**config.mk**
```make
export PLATFORM = sky130hd
export DESIGN_NAME = multi_function_io_ports
export DESIGN_NICKNAME = d
export VERILOG_FILES = /design/src/rtl/gpio_ports_pkg.sv /design/src/rtl/gpio_pin_stage.sv /design/src/rtl/multi_function_io_ports.sv
export SDC_FILE = /design/constraint.sdc
export NUM_CORES = 1
export LEC_CHECK = 0
export BUFFER_PORTS_ARGS = -buffer_cell sky130_fd_sc_hd__buf_2
export CAP_MARGIN = 25
export CORE_UTILIZATION = 40
export CTS_CLUSTER_DIAMETER = 200
export DETAILED_ROUTE_END_ITERATION = 8
export GPL_TIMING_DRIVEN = 0
export PLACE_DENSITY_LB_ADDON = 0.12
export SYNTH_ARGS = -nofsm -noshare
export SYNTH_HDL_FRONTEND = slang
export SYNTH_SLANG_ARGS = --single-unit
```
**constraint.sdc**
```tcl
create_clock -name i_clk -period 2.1 [get_ports i_clk]
set_clock_uncertainty 0.15 [all_clocks]
set_input_delay 0.42 -clock i_clk [delete_from_list [all_inputs] [get_ports i_clk]]
set_output_delay 0.42 -clock i_clk [all_outputs]
set_load 0.05 [all_outputs]
```
**src/rtl/gpio_ports_pkg.sv**
```systemverilog
// package: widths, reset values, select codes and carriers for the port block
package gpio_ports_pkg;

  // ----------------------------------------------------------------
  // widths
  // ----------------------------------------------------------------
  localparam int unsigned P0_W   = 8;
  localparam int unsigned P1_W   = 5;
  localparam int unsigned P2_W   = 3;
  localparam int unsigned P3_W   = 8;
  localparam int unsigned DATA_W = 8;

  // ----------------------------------------------------------------
  // reset values
  // ----------------------------------------------------------------
  localparam logic [7:0] P0_LATCH_RST = 8'hFF;
  localparam logic [7:0] P0_DRIVE_RST = 8'h00;
  localparam logic [4:0] P1_LATCH_RST = 5'h00;
  localparam logic [4:0] P1_DIR_RST   = 5'h00;
  localparam logic [2:0] P2_LATCH_RST = 3'h7;
  localparam logic [7:0] P3_LATCH_RST = 8'h00;
  localparam logic [7:0] P3_DIR_RST   = 8'h00;
  localparam logic [7:0] P3_INEN_RST  = 8'hFF;

  // ----------------------------------------------------------------
  // field positions
  // ----------------------------------------------------------------
  localparam int unsigned P2_STOP_BIT = 0;
  localparam int unsigned P2_XIN_BIT  = 1;
  localparam int unsigned P2_XOUT_BIT = 2;

  // ----------------------------------------------------------------
  // register selects on the local port
  // ----------------------------------------------------------------
  typedef enum logic [3:0] {
    SEL_P0_LATCH,
    SEL_P0_DRIVE,
    SEL_P0_PIN,
    SEL_P1_LATCH,
    SEL_P1_DIR,
    SEL_P2_LATCH,
    SEL_P2_PIN,
    SEL_P3_LATCH,
    SEL_P3_DIR,
    SEL_P3_INEN,
    SEL_NONE
  } reg_sel_type;

  // ----------------------------------------------------------------
  // carriers
  // ----------------------------------------------------------------
  typedef struct packed {
    logic        wr;
    logic        rd;
    reg_sel_type sel;
    logic [7:0]  wdata;
  } cpu_req_type;

  typedef struct packed {
    logic [7:0] o;
    logic [7:0] oe;
  } pin_drive_type;

endpackage

```
**src/rtl/gpio_pin_stage.sv**
```systemverilog
// module: per-bit output stage, open-drain or push-pull, with enable
`timescale 1ns/10ps
`default_nettype none
module gpio_pin_stage #(
  parameter int unsigned W = 8
) (
  // enables
  input  wire logic [W-1:0] i_out_en,
  input  wire logic [W-1:0] i_push_pull,
  input  wire logic [W-1:0] i_force_hiz,
  // data
  input  wire logic [W-1:0] i_latch,
  output logic      [W-1:0] o_out,
  output logic      [W-1:0] o_oe
);

  // open-drain bits only sink: enabled when the latch is low
  always_comb begin
    for (int i = 0; i < W; i++) begin
      o_out[i] = i_latch[i];
      o_oe[i]  = i_out_en[i] & ~i_force_hiz[i] & (i_push_pull[i] | ~i_latch[i]);
    end
  end

endmodule // gpio_pin_stage
`default_nettype wire

```
**src/rtl/multi_function_io_ports.sv**
```systemverilog
// module: four general purpose ports with latches, directions and read paths
// ----------------------------------------------------------------
// Behaviour
// RULE1 - port-0 drive bit zero gives open-drain, one gives push-pull
// RULE2 - reset: port-0 latch all ones, drive select all zeros
// RULE3 - software: port-0 input needs latch one then drive select zero
// RULE4 - software: pulse output needs latch equal to its initial level
// RULE5 - ports 0 and 2 read latch and pin levels separately
// RULE6 - port-1 direction bit one drives pin from latch, zero inputs
// RULE7 - reset: port-1 direction and latch cleared, all inputs
// RULE8 - port-1 read gives latch for outputs, pin for inputs
// RULE9 - input bits read pins, so read-modify-write may change latch
// RULE10 - software: timer output on port 1 needs latch one then direction one
// RULE11 - port-2 latch resets to ones; software keeps ones for inputs
// RULE12 - dual-clock mode reserves port-2 bits 1 and 2 for oscillator
// RULE13 - port-2 bit 0 output falling edge sets external interrupt latch
// RULE14 - port-2 reads valid only in bits 2 to 0
// RULE15 - in stop mode port-2 bit 0 floats regardless of hold
// RULE16 - reset: port-3 direction zero, input enable ones, latch zero
// RULE17 - port-3 read: zero, pin, or latch by direction and enable
// RULE18 - port-3 direction bit one drives pin from latch
// RULE19 - software: port-3 digital input clears direction then sets enable
// RULE20 - software: port-3 analog use clears direction and enable
// RULE21 - software: avoid port writes during analog conversion
// RULE22 - latch writes reach pins in the write cycle; reads sample pins
// ----------------------------------------------------------------
`timescale 1ns/10ps
`default_nettype none
module multi_function_io_ports
  import gpio_ports_pkg::*;
(
  // clock and reset
  input  wire logic                        i_clk,
  input  wire logic                        i_rst,
  // cpu access
  input  wire gpio_ports_pkg::cpu_req_type i_req,
  output logic [7:0]                       o_rdata,
  // mode
  input  wire logic                        i_dual_clock,
  input  wire logic                        i_stop_mode,
  input  wire logic                        i_stop_output_hold,
  // pins
  input  wire logic [7:0]                  i_p0_pin,
  output logic      [7:0]                  o_p0_out,
  output logic      [7:0]                  o_p0_oe,
  input  wire logic [4:0]                  i_p1_pin,
  output logic      [4:0]                  o_p1_out,
  output logic      [4:0]                  o_p1_oe,
  input  wire logic [2:0]                  i_p2_pin,
  output logic      [2:0]                  o_p2_out,
  output logic      [2:0]                  o_p2_oe,
  input  wire logic [7:0]                  i_p3_pin,
  output logic      [7:0]                  o_p3_out,
  output logic      [7:0]                  o_p3_oe,
  output logic      [7:0]                  o_p3_in_en,
  // events
  output logic                             o_p20_ext_int
);

  // ----------------------------------------------------------------
  // registers
  // ----------------------------------------------------------------
  logic [7:0] port0_output_latch_r, port0_output_latch_nxt;
  logic [7:0] port0_drive_type_select_r, port0_drive_type_select_nxt;
  logic [4:0] port1_output_latch_r, port1_output_latch_nxt;
  logic [4:0] port1_direction_r, port1_direction_nxt;
  logic [2:0] port2_output_latch_r, port2_output_latch_nxt;
  logic [7:0] port3_output_latch_r, port3_output_latch_nxt;
  logic [7:0] port3_direction_r, port3_direction_nxt;
  logic [7:0] port3_input_enable_r, port3_input_enable_nxt;
  logic [7:0] rdata_r, rdata_nxt;
  logic       p20_prev_r, p20_prev_nxt;
  logic       p20_int_r, p20_int_nxt;
  logic [7:0] p0_out_r, p0_oe_r, p3_out_r, p3_oe_r;
  logic [4:0] p1_out_r, p1_oe_r;
  logic [2:0] p2_out_r, p2_oe_r;
  logic [7:0] p0_out_c, p0_oe_c;
  logic [2:0] p2_oe_want;
  logic [2:0] p2_force;
  logic       p20_drv_c;

  function automatic logic [7:0] mix_read(input logic [7:0] lat, input logic [7:0] pin,
                                          input logic [7:0] dir);
    mix_read = (lat & dir) | (pin & ~dir);
  endfunction

  function automatic logic wr_hit(input cpu_req_type r, input reg_sel_type s);
    wr_hit = r.wr & (r.sel == s);
  endfunction

  // ----------------------------------------------------------------
  // register writes
  // ----------------------------------------------------------------
  always_comb begin
    port0_output_latch_nxt      = port0_output_latch_r;
    port0_drive_type_select_nxt = port0_drive_type_select_r;
    port1_output_latch_nxt      = port1_output_latch_r;
    port1_direction_nxt         = port1_direction_r;
    port2_output_latch_nxt      = port2_output_latch_r;
    port3_output_latch_nxt      = port3_output_latch_r;
    port3_direction_nxt         = port3_direction_r;
    port3_input_enable_nxt      = port3_input_enable_r;
    if (wr_hit(i_req, SEL_P0_LATCH)) port0_output_latch_nxt = i_req.wdata;
    if (wr_hit(i_req, SEL_P0_DRIVE)) port0_drive_type_select_nxt = i_req.wdata;
    if (wr_hit(i_req, SEL_P1_LATCH)) port1_output_latch_nxt = i_req.wdata[4:0];
    if (wr_hit(i_req, SEL_P1_DIR))   port1_direction_nxt = i_req.wdata[4:0];
    if (wr_hit(i_req, SEL_P2_LATCH)) port2_output_latch_nxt = i_req.wdata[2:0];
    if (wr_hit(i_req, SEL_P3_LATCH)) port3_output_latch_nxt = i_req.wdata;
    if (wr_hit(i_req, SEL_P3_DIR))   port3_direction_nxt = i_req.wdata;
    if (wr_hit(i_req, SEL_P3_INEN))  port3_input_enable_nxt = i_req.wdata;
  end

  always_ff @(posedge i_clk) begin
    if (i_rst) begin
      port0_output_latch_r      <= P0_LATCH_RST; // [RULE2]
      port0_drive_type_select_r <= P0_DRIVE_RST; // [RULE2]
      port1_output_latch_r      <= P1_LATCH_RST; // [RULE7]
      port1_direction_r         <= P1_DIR_RST;   // [RULE7]
      port2_output_latch_r      <= P2_LATCH_RST; // [RULE11]
      port3_output_latch_r      <= P3_LATCH_RST; // [RULE16]
      port3_direction_r         <= P3_DIR_RST;   // [RULE16]
      port3_input_enable_r      <= P3_INEN_RST;  // [RULE16]
    end else begin
      port0_output_latch_r      <= port0_output_latch_nxt;
      port0_drive_type_select_r <= port0_drive_type_select_nxt;
      port1_output_latch_r      <= port1_output_latch_nxt;
      port1_direction_r         <= port1_direction_nxt;
      port2_output_latch_r      <= port2_output_latch_nxt;
      port3_output_latch_r      <= port3_output_latch_nxt;
      port3_direction_r         <= port3_direction_nxt;
      port3_input_enable_r      <= port3_input_enable_nxt;
    end
  end

  // ----------------------------------------------------------------
  // read path
  // ----------------------------------------------------------------
  // pins are taken directly in the read cycle; the cpu debounces [RULE22]
  always_comb begin
    rdata_nxt = rdata_r;
    if (i_req.rd) begin
      unique case (i_req.sel)
        SEL_P0_LATCH: rdata_nxt = port0_output_latch_r;                 // [RULE5]
        SEL_P0_DRIVE: rdata_nxt = port0_drive_type_select_r;
        SEL_P0_PIN:   rdata_nxt = i_p0_pin;                             // [RULE5]
        // input bits return pins, so bit set/clear can rewrite them [RULE8] [RULE9]
        SEL_P1_LATCH: rdata_nxt = {3'h0, port1_output_latch_r & port1_direction_r
                                  | i_p1_pin & ~port1_direction_r};
        SEL_P1_DIR:   rdata_nxt = {3'h0, port1_direction_r};
        SEL_P2_LATCH: rdata_nxt = {5'h00, port2_output_latch_r};       // [RULE5] [RULE14]
        SEL_P2_PIN:   rdata_nxt = {5'h00, i_p2_pin};                   // [RULE5] [RULE14]
        SEL_P3_LATCH: rdata_nxt = mix_read(port3_output_latch_r,
                                           i_p3_pin & port3_input_enable_r,
                                           port3_direction_r);         // [RULE17]
        SEL_P3_DIR:   rdata_nxt = port3_direction_r;
        SEL_P3_INEN:  rdata_nxt = port3_input_enable_r;
        default:      rdata_nxt = 8'h00;
      endcase
    end
  end

  always_ff @(posedge i_clk) begin
    if (i_rst) begin
      rdata_r <= 8'h00;
    end else begin
      rdata_r <= rdata_nxt;
    end
  end

  // ----------------------------------------------------------------
  // output stages
  // ----------------------------------------------------------------
  // oscillator bits are handed over in dual-clock mode [RULE12]
  // stop pin floats in stop mode regardless of the hold bit [RULE15]
  always_comb begin
    p2_force                = {i_dual_clock, i_dual_clock, i_stop_mode};
    p2_oe_want              = ~port2_output_latch_nxt;
    p20_drv_c               = ~port2_output_latch_nxt[P2_STOP_BIT] & ~i_stop_mode;
    p2_oe_want[P2_XIN_BIT]  = ~port2_output_latch_nxt[P2_XIN_BIT] & ~i_dual_clock;
    p2_oe_want[P2_XOUT_BIT] = ~port2_output_latch_nxt[P2_XOUT_BIT] & ~i_dual_clock;
    p2_oe_want[P2_STOP_BIT] = p20_drv_c;
  end

  gpio_pin_stage #(.W(P0_W)) u_p0_stage (
    .i_out_en    (8'hFF),
    .i_push_pull (port0_drive_type_select_nxt), // [RULE1]
    .i_force_hiz (8'h00),
    .i_latch     (port0_output_latch_nxt),
    .o_out       (p0_out_c),
    .o_oe        (p0_oe_c)
  );

  // outputs follow the write cycle's next value so pins change with it [RULE22]
  always_ff @(posedge i_clk) begin
    if (i_rst) begin
      p0_out_r <= P0_LATCH_RST;
      p0_oe_r  <= 8'h00;
      p1_out_r <= P1_LATCH_RST;
      p1_oe_r  <= 5'h00;
      p2_out_r <= 3'h0;
      p2_oe_r  <= 3'h0;
      p3_out_r <= P3_LATCH_RST;
      p3_oe_r  <= 8'h00;
    end else begin
      p0_out_r <= p0_out_c;
      p0_oe_r  <= p0_oe_c;                                     // [RULE1]
      p1_out_r <= port1_output_latch_nxt;
      p1_oe_r  <= port1_direction_nxt;                         // [RULE6]
      p2_out_r <= 3'h0;
      p2_oe_r  <= p2_oe_want & ~p2_force;                      // [RULE12] [RULE15]
      p3_out_r <= port3_output_latch_nxt;
      p3_oe_r  <= port3_direction_nxt;                         // [RULE18]
    end
  end

  // ----------------------------------------------------------------
  // stop pin falling edge event
  // ----------------------------------------------------------------
  // driving the stop pin low looks like an external edge to the interrupt
  always_comb begin
    p20_prev_nxt = i_p2_pin[P2_STOP_BIT];
    p20_int_nxt  = p20_prev_r & ~i_p2_pin[P2_STOP_BIT];       // [RULE13]
  end

  always_ff @(posedge i_clk) begin
    if (i_rst) begin
      p20_prev_r <= 1'b1;
      p20_int_r  <= 1'b0;
    end else begin
      p20_prev_r <= p20_prev_nxt;
      p20_int_r  <= p20_int_nxt;
    end
  end

  assign o_rdata       = rdata_r;
  assign o_p0_out      = p0_out_r;
  assign o_p0_oe       = p0_oe_r;
  assign o_p1_out      = p1_out_r;
  assign o_p1_oe       = p1_oe_r;
  assign o_p2_out      = p2_out_r;
  assign o_p2_oe       = p2_oe_r;
  assign o_p3_out      = p3_out_r;
  assign o_p3_oe       = p3_oe_r;
  assign o_p3_in_en    = port3_input_enable_r;
  assign o_p20_ext_int = p20_int_r;

  // ----------------------------------------------------------------
  // checks
  // ----------------------------------------------------------------
  a_p0_reset_vals: assert property (@(posedge i_clk) $fell(i_rst) |->
    port0_output_latch_r == 8'hFF && port0_drive_type_select_r == 8'h00) // [RULE2]
    else $error("port 0 reset values wrong");
  a_p0_open_drain: assert property (@(posedge i_clk) disable iff (i_rst)
    o_p0_oe[0] |-> (o_p0_out[0] == 1'b0 || $past(port0_drive_type_select_nxt[0]))) // [RULE1]
    else $error("open-drain bit drove high");
  a_p1_reset_in: assert property (@(posedge i_clk) $fell(i_rst) |->
    port1_direction_r == 5'h00 && o_p1_oe == 5'h00) // [RULE7]
    else $error("port 1 not input after reset");
  a_p1_dir_drive: assert property (@(posedge i_clk) disable iff (i_rst)
    wr_hit(i_req, SEL_P1_DIR) |=> o_p1_oe == $past(i_req.wdata[4:0])) // [RULE6]
    else $error("port 1 enable not following direction");
  a_p1_read_mix: assert property (@(posedge i_clk) disable iff (i_rst)
    i_req.rd && i_req.sel == SEL_P1_LATCH && port1_direction_r == 5'h00
    |=> o_rdata == {3'h0, $past(i_p1_pin)}) // [RULE8]
    else $error("port 1 input read wrong");
  a_p2_reset_ones: assert property (@(posedge i_clk) $fell(i_rst) |->
    port2_output_latch_r == 3'h7) // [RULE11]
    else $error("port 2 latch not ones");
  a_p2_stop_float: assert property (@(posedge i_clk) disable iff (i_rst)
    i_stop_mode ##1 i_stop_mode |-> !o_p2_oe[0]) // [RULE15]
    else $error("stop pin driven in stop mode");
  a_p2_osc_free: assert property (@(posedge i_clk) disable iff (i_rst)
    $past(i_dual_clock) |-> o_p2_oe[2:1] == 2'b00) // [RULE12]
    else $error("oscillator pins driven");
  a_p2_read_upper: assert property (@(posedge i_clk) disable iff (i_rst)
    i_req.rd && i_req.sel == SEL_P2_PIN |=> o_rdata[7:3] == 5'h00) // [RULE14]
    else $error("port 2 upper read bits not zero");
  a_p20_fall_int: assert property (@(posedge i_clk) disable iff (i_rst)
    $fell(i_p2_pin[0]) |=> o_p20_ext_int) // [RULE13]
    else $error("stop pin edge missed");
  a_p3_read_off: assert property (@(posedge i_clk) disable iff (i_rst)
    i_req.rd && i_req.sel == SEL_P3_LATCH && port3_direction_r == 8'h00
    && port3_input_enable_r == 8'h00 |=> o_rdata == 8'h00) // [RULE17]
    else $error("port 3 disabled read not zero");
  a_p3_reset_vals: assert property (@(posedge i_clk) $fell(i_rst) |->
    o_p3_in_en == 8'hFF && o_p3_oe == 8'h00) // [RULE16]
    else $error("port 3 reset values wrong");
  a_p3_dir_drive: assert property (@(posedge i_clk) disable iff (i_rst)
    wr_hit(i_req, SEL_P3_DIR) |=> o_p3_oe == $past(i_req.wdata)) // [RULE18]
    else $error("port 3 enable not following direction");
  a_p0_pin_read: assert property (@(posedge i_clk) disable iff (i_rst)
    i_req.rd && i_req.sel == SEL_P0_PIN |=> o_rdata == $past(i_p0_pin)) // [RULE5] [RULE22]
    else $error("port 0 pin read wrong");

  c_p0_write: cover property (@(posedge i_clk) wr_hit(i_req, SEL_P0_LATCH));
  c_p1_out:   cover property (@(posedge i_clk) o_p1_oe != 5'h00);
  c_p20_int:  cover property (@(posedge i_clk) o_p20_ext_int);
  // the hold bit must not keep the stop pin driven
  c_stop:     cover property (@(posedge i_clk) i_stop_mode && i_stop_output_hold && !o_p2_oe[0]);

endmodule // multi_function_io_ports
`default_nettype wire

```
# --- Word-level counts from Yosys, hierarchy flattened ---
# Cells that the tools add are included.
word_totals:
  regBits: 74
  inputBits: 43
  out_inout_bits: 65
classes:
  n_eq_ne: 9
  n_mux: 4
  bitwise_logic: 45
  reduce_logical: 1
ops:
  columns: ["operator", "n"]
  rows:
  - ["one-hot mux 8 bit (10 select lines)", 1]
  - ["AND 8 bit", 3]
  - ["== test 4 x 3 -> 1 bit (second input constant)", 4]
  - ["2-to-1 mux 8 bit", 2]
  - ["inverter 1 bit", 14]
  - ["AND 1 bit", 12]
  - ["AND 5 bit", 2]
  - ["== test 4 x 2 -> 1 bit (second input constant)", 2]
  - ["== test 4 bit (second input constant)", 2]
  - ["inverter 8 bit", 1]
  - ["bitwise OR 1 bit", 8]
  - ["bitwise OR 8 bit", 1]
  - ["inverter 5 bit", 1]
  - ["bitwise OR 5 bit", 1]
  - ["== test 4 x 1 -> 1 bit (second input constant)", 1]
  - ["zero test 4 bit", 1]
  - ["AND 3 bit", 1]
  - ["2-to-1 mux 3 bit", 1]
  - ["inverter 3 bit", 1]

# --- Logic depth before layout (Yosys ltp) ---
depth:
  ltp_word: 6
  mapped_depth: 7
  mapped_depth_nobuf: 4

# --- Hierarchy ---
# A second synthesis with hierarchy kept.
unflattened:
  cells_unflattened: 409
  hier_area_um2: 4008.8
by_module_without_submodules:
  columns: ["module", "n_inst", "cells_each", "area_each_um2", "seq_area_each_um2"]
  rows:
  - ["multi_function_io_ports", 1, 385, 3738.6, 1641.6]
  - ["gpio_pin_stage", 1, 24, 270.3, 0.0]

# --- Worst setup path after synthesis ---
# No wires, ideal clock.
synth_timing:
  kind: "input to register"
  start: "in i_req[13] (netlist name)"
  end: "reg port3_input_enable_r[5], in the netlist o_p3_in_en[5]"
  arrival_time_ns: 1.534
  required_ns: 1.830
  setup_slack_ns: 0.296
  cell_stages: 6
  n_path_buf: 2
  cell_sequence: "buf_2 > nand3b_1 > nor3b_2 > buf_4 > nor2b_1 > a211o_1"
synth_between:
  elab_chain_len: 1
synth_lines:
  columns: ["element", "line_no", "source"]
  rows:
  - ["start, declared", "multi_function_io_ports.sv:36", "input wire gpio_ports_pkg::cpu_req_type i_req,"]
  - ["AND 1 bit", "multi_function_io_ports.sv:88", "wr_hit = r.wr & (r.sel == s);"]
  - ["end signal, assigned", "multi_function_io_ports.sv:131", "port3_input_enable_r <= port3_input_enable_nxt;"]
  - ["end, declared", "multi_function_io_ports.sv:70", "logic [7:0] port3_input_enable_r, port3_input_enable_nxt;"]
# No other way between the ends.
# A chain may end at the register's enable or synchronous reset.

# --- Worst setup path after layout ---
layout_timing:
  start: "in i_req[9] (netlist name)"
  end: "reg p3_oe_r[1], in the netlist o_p3_oe[1]"
layout_between:
  elab_chain_len: 2
layout_lines:
  columns: ["element", "line_no", "source"]
  rows:
  - ["== test 4 bit", "multi_function_io_ports.sv:88", null]
  - ["AND 1 bit", "multi_function_io_ports.sv:88", null]
  - ["end signal, assigned", "multi_function_io_ports.sv:212", "p3_oe_r <= port3_direction_nxt;"]
  - ["end, declared", "multi_function_io_ports.sv:74", "logic [7:0] p0_out_r, p0_oe_r, p3_out_r, p3_oe_r;"]
# No other way between the ends.

==> reports/metrics.cfg <==
[floorplanning]
die_area_um2 = 9220
core_um2 = 8380
initial_utilization_pct = 42.2
die_y_um = 96.0
ios = 108
die_w_um = 96.0
rows = 33

[grt]
grt.overflow.total = 0
grt_usage_pct = 26.8
antenna_found_initial = 0
grt_pass1_wl_um = 17700
first_global_vias = 3157
grt_max_degree = 14

[power_and_ir_drop]
leakage_nw = 1.85
power_density_nw_per_um2 = 686
ir_worst_vdd_mv = 0.342

[logic_synthesis]
synthDistinctLibCells = 53
synth_area_leaders = dfxtp_1 (42%), mux2i_1 (6.2%), a21oi_1 (5.8%)
async_reset_ff_share_pct = 0
ys_seq_area_share_pct = 41.9
synthFlopType = dfxtp_1
synth_top_area_cell = dfxtp_1
synth_warnings = 0
netlist.area_leader.share_pct = 41.9
synth_area_um2 = 3540
synthesis.area_per_instance_um2 = 9.14
synth_cells = 387
synth_edf_count = 0
postSynthRegisterBits = 74

[sta]
fin_crit_sh_pct = 99.5
rsz0062_at_grt = no
fmaxAchievable_ghz = 0.479
slew_violations = 0
tightest_slew_ps = 771
setup_viol = 0
worst_hold_slack_ps = 65.3
relSlewSlack_pct = 48.4
fin_crit_ps = 2090
setup_tns_ps = 0
finalHoldViolCount = 0

[clock_network]
cts_resized = 0
root_buffer = clkbuf_8
cts_buffers = 9
ctsHoldBuffers = 0
path_clk_slew_ps = 80
clockBufferDepth = 2
cts.sinks = 74
cts.htree.levels = 3
cts_setup_buffers = 0
clock_latency_ps = 360
tritoncts = yes

[min_path]
hold_path_depth = 2
holdCritPathClass = primary input to flip-flop

[critical_path]
cp_data_required_time_ps = 2170
critPathCaptureType = flip-flop
regToRegStartpoint = o_p1_oe[3]
setup.worst_path.class = primary input to flip-flop
path_max_fanout = 10
r2r_slack_ps = 560
startpoint = i_req[9]
start_kind = primary input
crit_end = o_p3_oe[1]
timing.rr.end = o_rdata[3]
cp_data_arrival_time_ps = 2160
ff2ff_path_depth = 4

[status]
status = finished, final reports clean

[final_layout]
post-route-util_pct = 52.0
area_growth_pct = 23.3
fill_cells = 834
final_layout_size_suffix_gt1_share_pct = 32.6
final_nets = 541
num_antenna_cells = 0

[place]
dp_hpwl_um = 8610
gp_congestion = 0.892
portBuffers = 98

[detailed_routing]
wl_per_cell_um = 19.7
routed_via_density = 5.66
drc_errors = 0
via_count = 3443
first_pass_iters = 6
routed_wl_um = 12000
ant_nets = 0
drtIter0Drc = 254

[flow_run]
drv_cap = 0

## report_power, final
part	switching, W	total, W	internal, W
logic	0.000292	0.000435	0.000144
registers	0.0000170	0.00144	0.00143
clock network	0.000560	0.00111	0.000551
total	0.000868	0.00299	0.00212
## layout by cell type, fill, tap and decap left out, types with 8 or more instances in the layout
| master | synthesis | final |
|---|---|---|
| mux2_2 | 15 | 15 |
| or2_2 | 9 | 9 |
| nand3b_1 | 10 | 10 |
| clkbuf_8 | 0 | 9 |
| dfxtp_1 | 74 | 74 |
| nor2_1 | 18 | 18 |
| clkbuf_1 | 13 | 14 |
| nand2b_1 | 11 | 11 |
| nor2b_1 | 11 | 11 |
| nand2_1 | 37 | 37 |
| a21oi_1 | 41 | 41 |
| buf_2 | 10 | 108 |
| a211o_1 | 8 | 8 |
| nand3_1 | 22 | 22 |
| mux2i_1 | 22 | 22 |
## synth_stat cells, types with 2 or more instances
master and number:
a32oi_1 5, nand2_1 37, o221ai_1 2, buf_4 7, mux2i_1 22, o22a_1 4, or3b_1 2, a221oi_1 5
a21o_1 2, or2_2 9, clkbuf_1 13, inv_1 5, buf_6 2, nand3_1 22, a21oi_1 41, nand3b_1 10
nand2b_1 11, a211o_1 8, nand3_2 2, mux2_2 15, buf_2 10, nor2_1 18, and3_1 2, nor3b_1 5
nand4b_1 2, o31a_1 2, dfxtp_1 74, and3b_1 3, a31oi_1 7, a32o_1 2, nor2b_1 11, o2111a_1 2
o21ai_0 3, o21bai_1 2, nor3b_2 2
## critical path: stages
cell	delay [ps]
buf_2	110
buf_2	180
nor4b_4	710
nand2_1	480
nand2_1	180
a21oi_1	80
## area by class of cell
class / count / area (um^2) / share of cell area [%]
buffer: 32 / 174 / 3.99
tap: 105 / 131 / 3.01
clock inverter: 6 / 67.6 / 1.55
inverter: 5 / 18.8 / 0.430
clock buffer: 10 / 128 / 2.93
timing repair buffer: 98 / 490 / 11.2
multi-input combinational: 278 / 1870 / 42.9
sequential: 74 / 1480 / 34.0
## worst min-delay path by stage
stage	startpoint	to	slack (ps)
global placement	p20_prev_r	o_p20_ext_int	250
global route	i_stop_mode	o_p2_oe[0]	50
finish	i_stop_mode	o_p2_oe[0]	70
floorplan	p20_prev_r	o_p20_ext_int	240
detailed placement	p20_prev_r	o_p20_ext_int	250
CTS	i_stop_mode	o_p2_oe[0]	60
## per-stage QoR
step	setup slack, ps	total power (W)	std cells	area, um^2
2_1_floorplan	296	0.00176	389	3540
3_3_place_gp	-243	0.00190	592	4170
3_5_place_dp	-254	0.00190	592	4170
4_1_cts	120	0.00299	608	4360
5_1_grt	5.74	0.00310	608	4360
6_report	10.2	0.00299	608	4360
## routing by layer
metal / global-route usage [%] / up-vias / routed length [um]
li1: - / 1618 / -
met1: 36.5 / 1636 / 5440
met2: 42.0 / 179 / 5390
met3: 6.16 / 10 / 993
met4: 7.84 / 0 / 133
met5: 0 / - / 0
## sequential cells by signal, summed over array words and instances (netlist names)
signal                     count
o_p0_oe                        8
o_p0_out                       8
o_p1_oe                        5
o_p1_out                       5
o_p20_ext_int                  1
o_p2_oe                        3
o_p3_in_en                     8
o_p3_oe                        8
o_p3_out                       8
o_rdata                        8
p20_prev_r                     1
port0_drive_type_select_r      8
port2_output_latch_r           3
## logic make-up (layout without fill, tap and decap cells)
logic type	count (synthesis)	count (layout)	synth area share, %
AND/OR/NAND/NOR	146	146	23.7
AO/OA/AOI/OAI	91	91	17.2
flip-flops	74	74	41.9
multiplexers	38	38	11.6
buffers and inverters	37	151	5.45
other	1	3	0.106
Power figures use the tool's default switching activity.
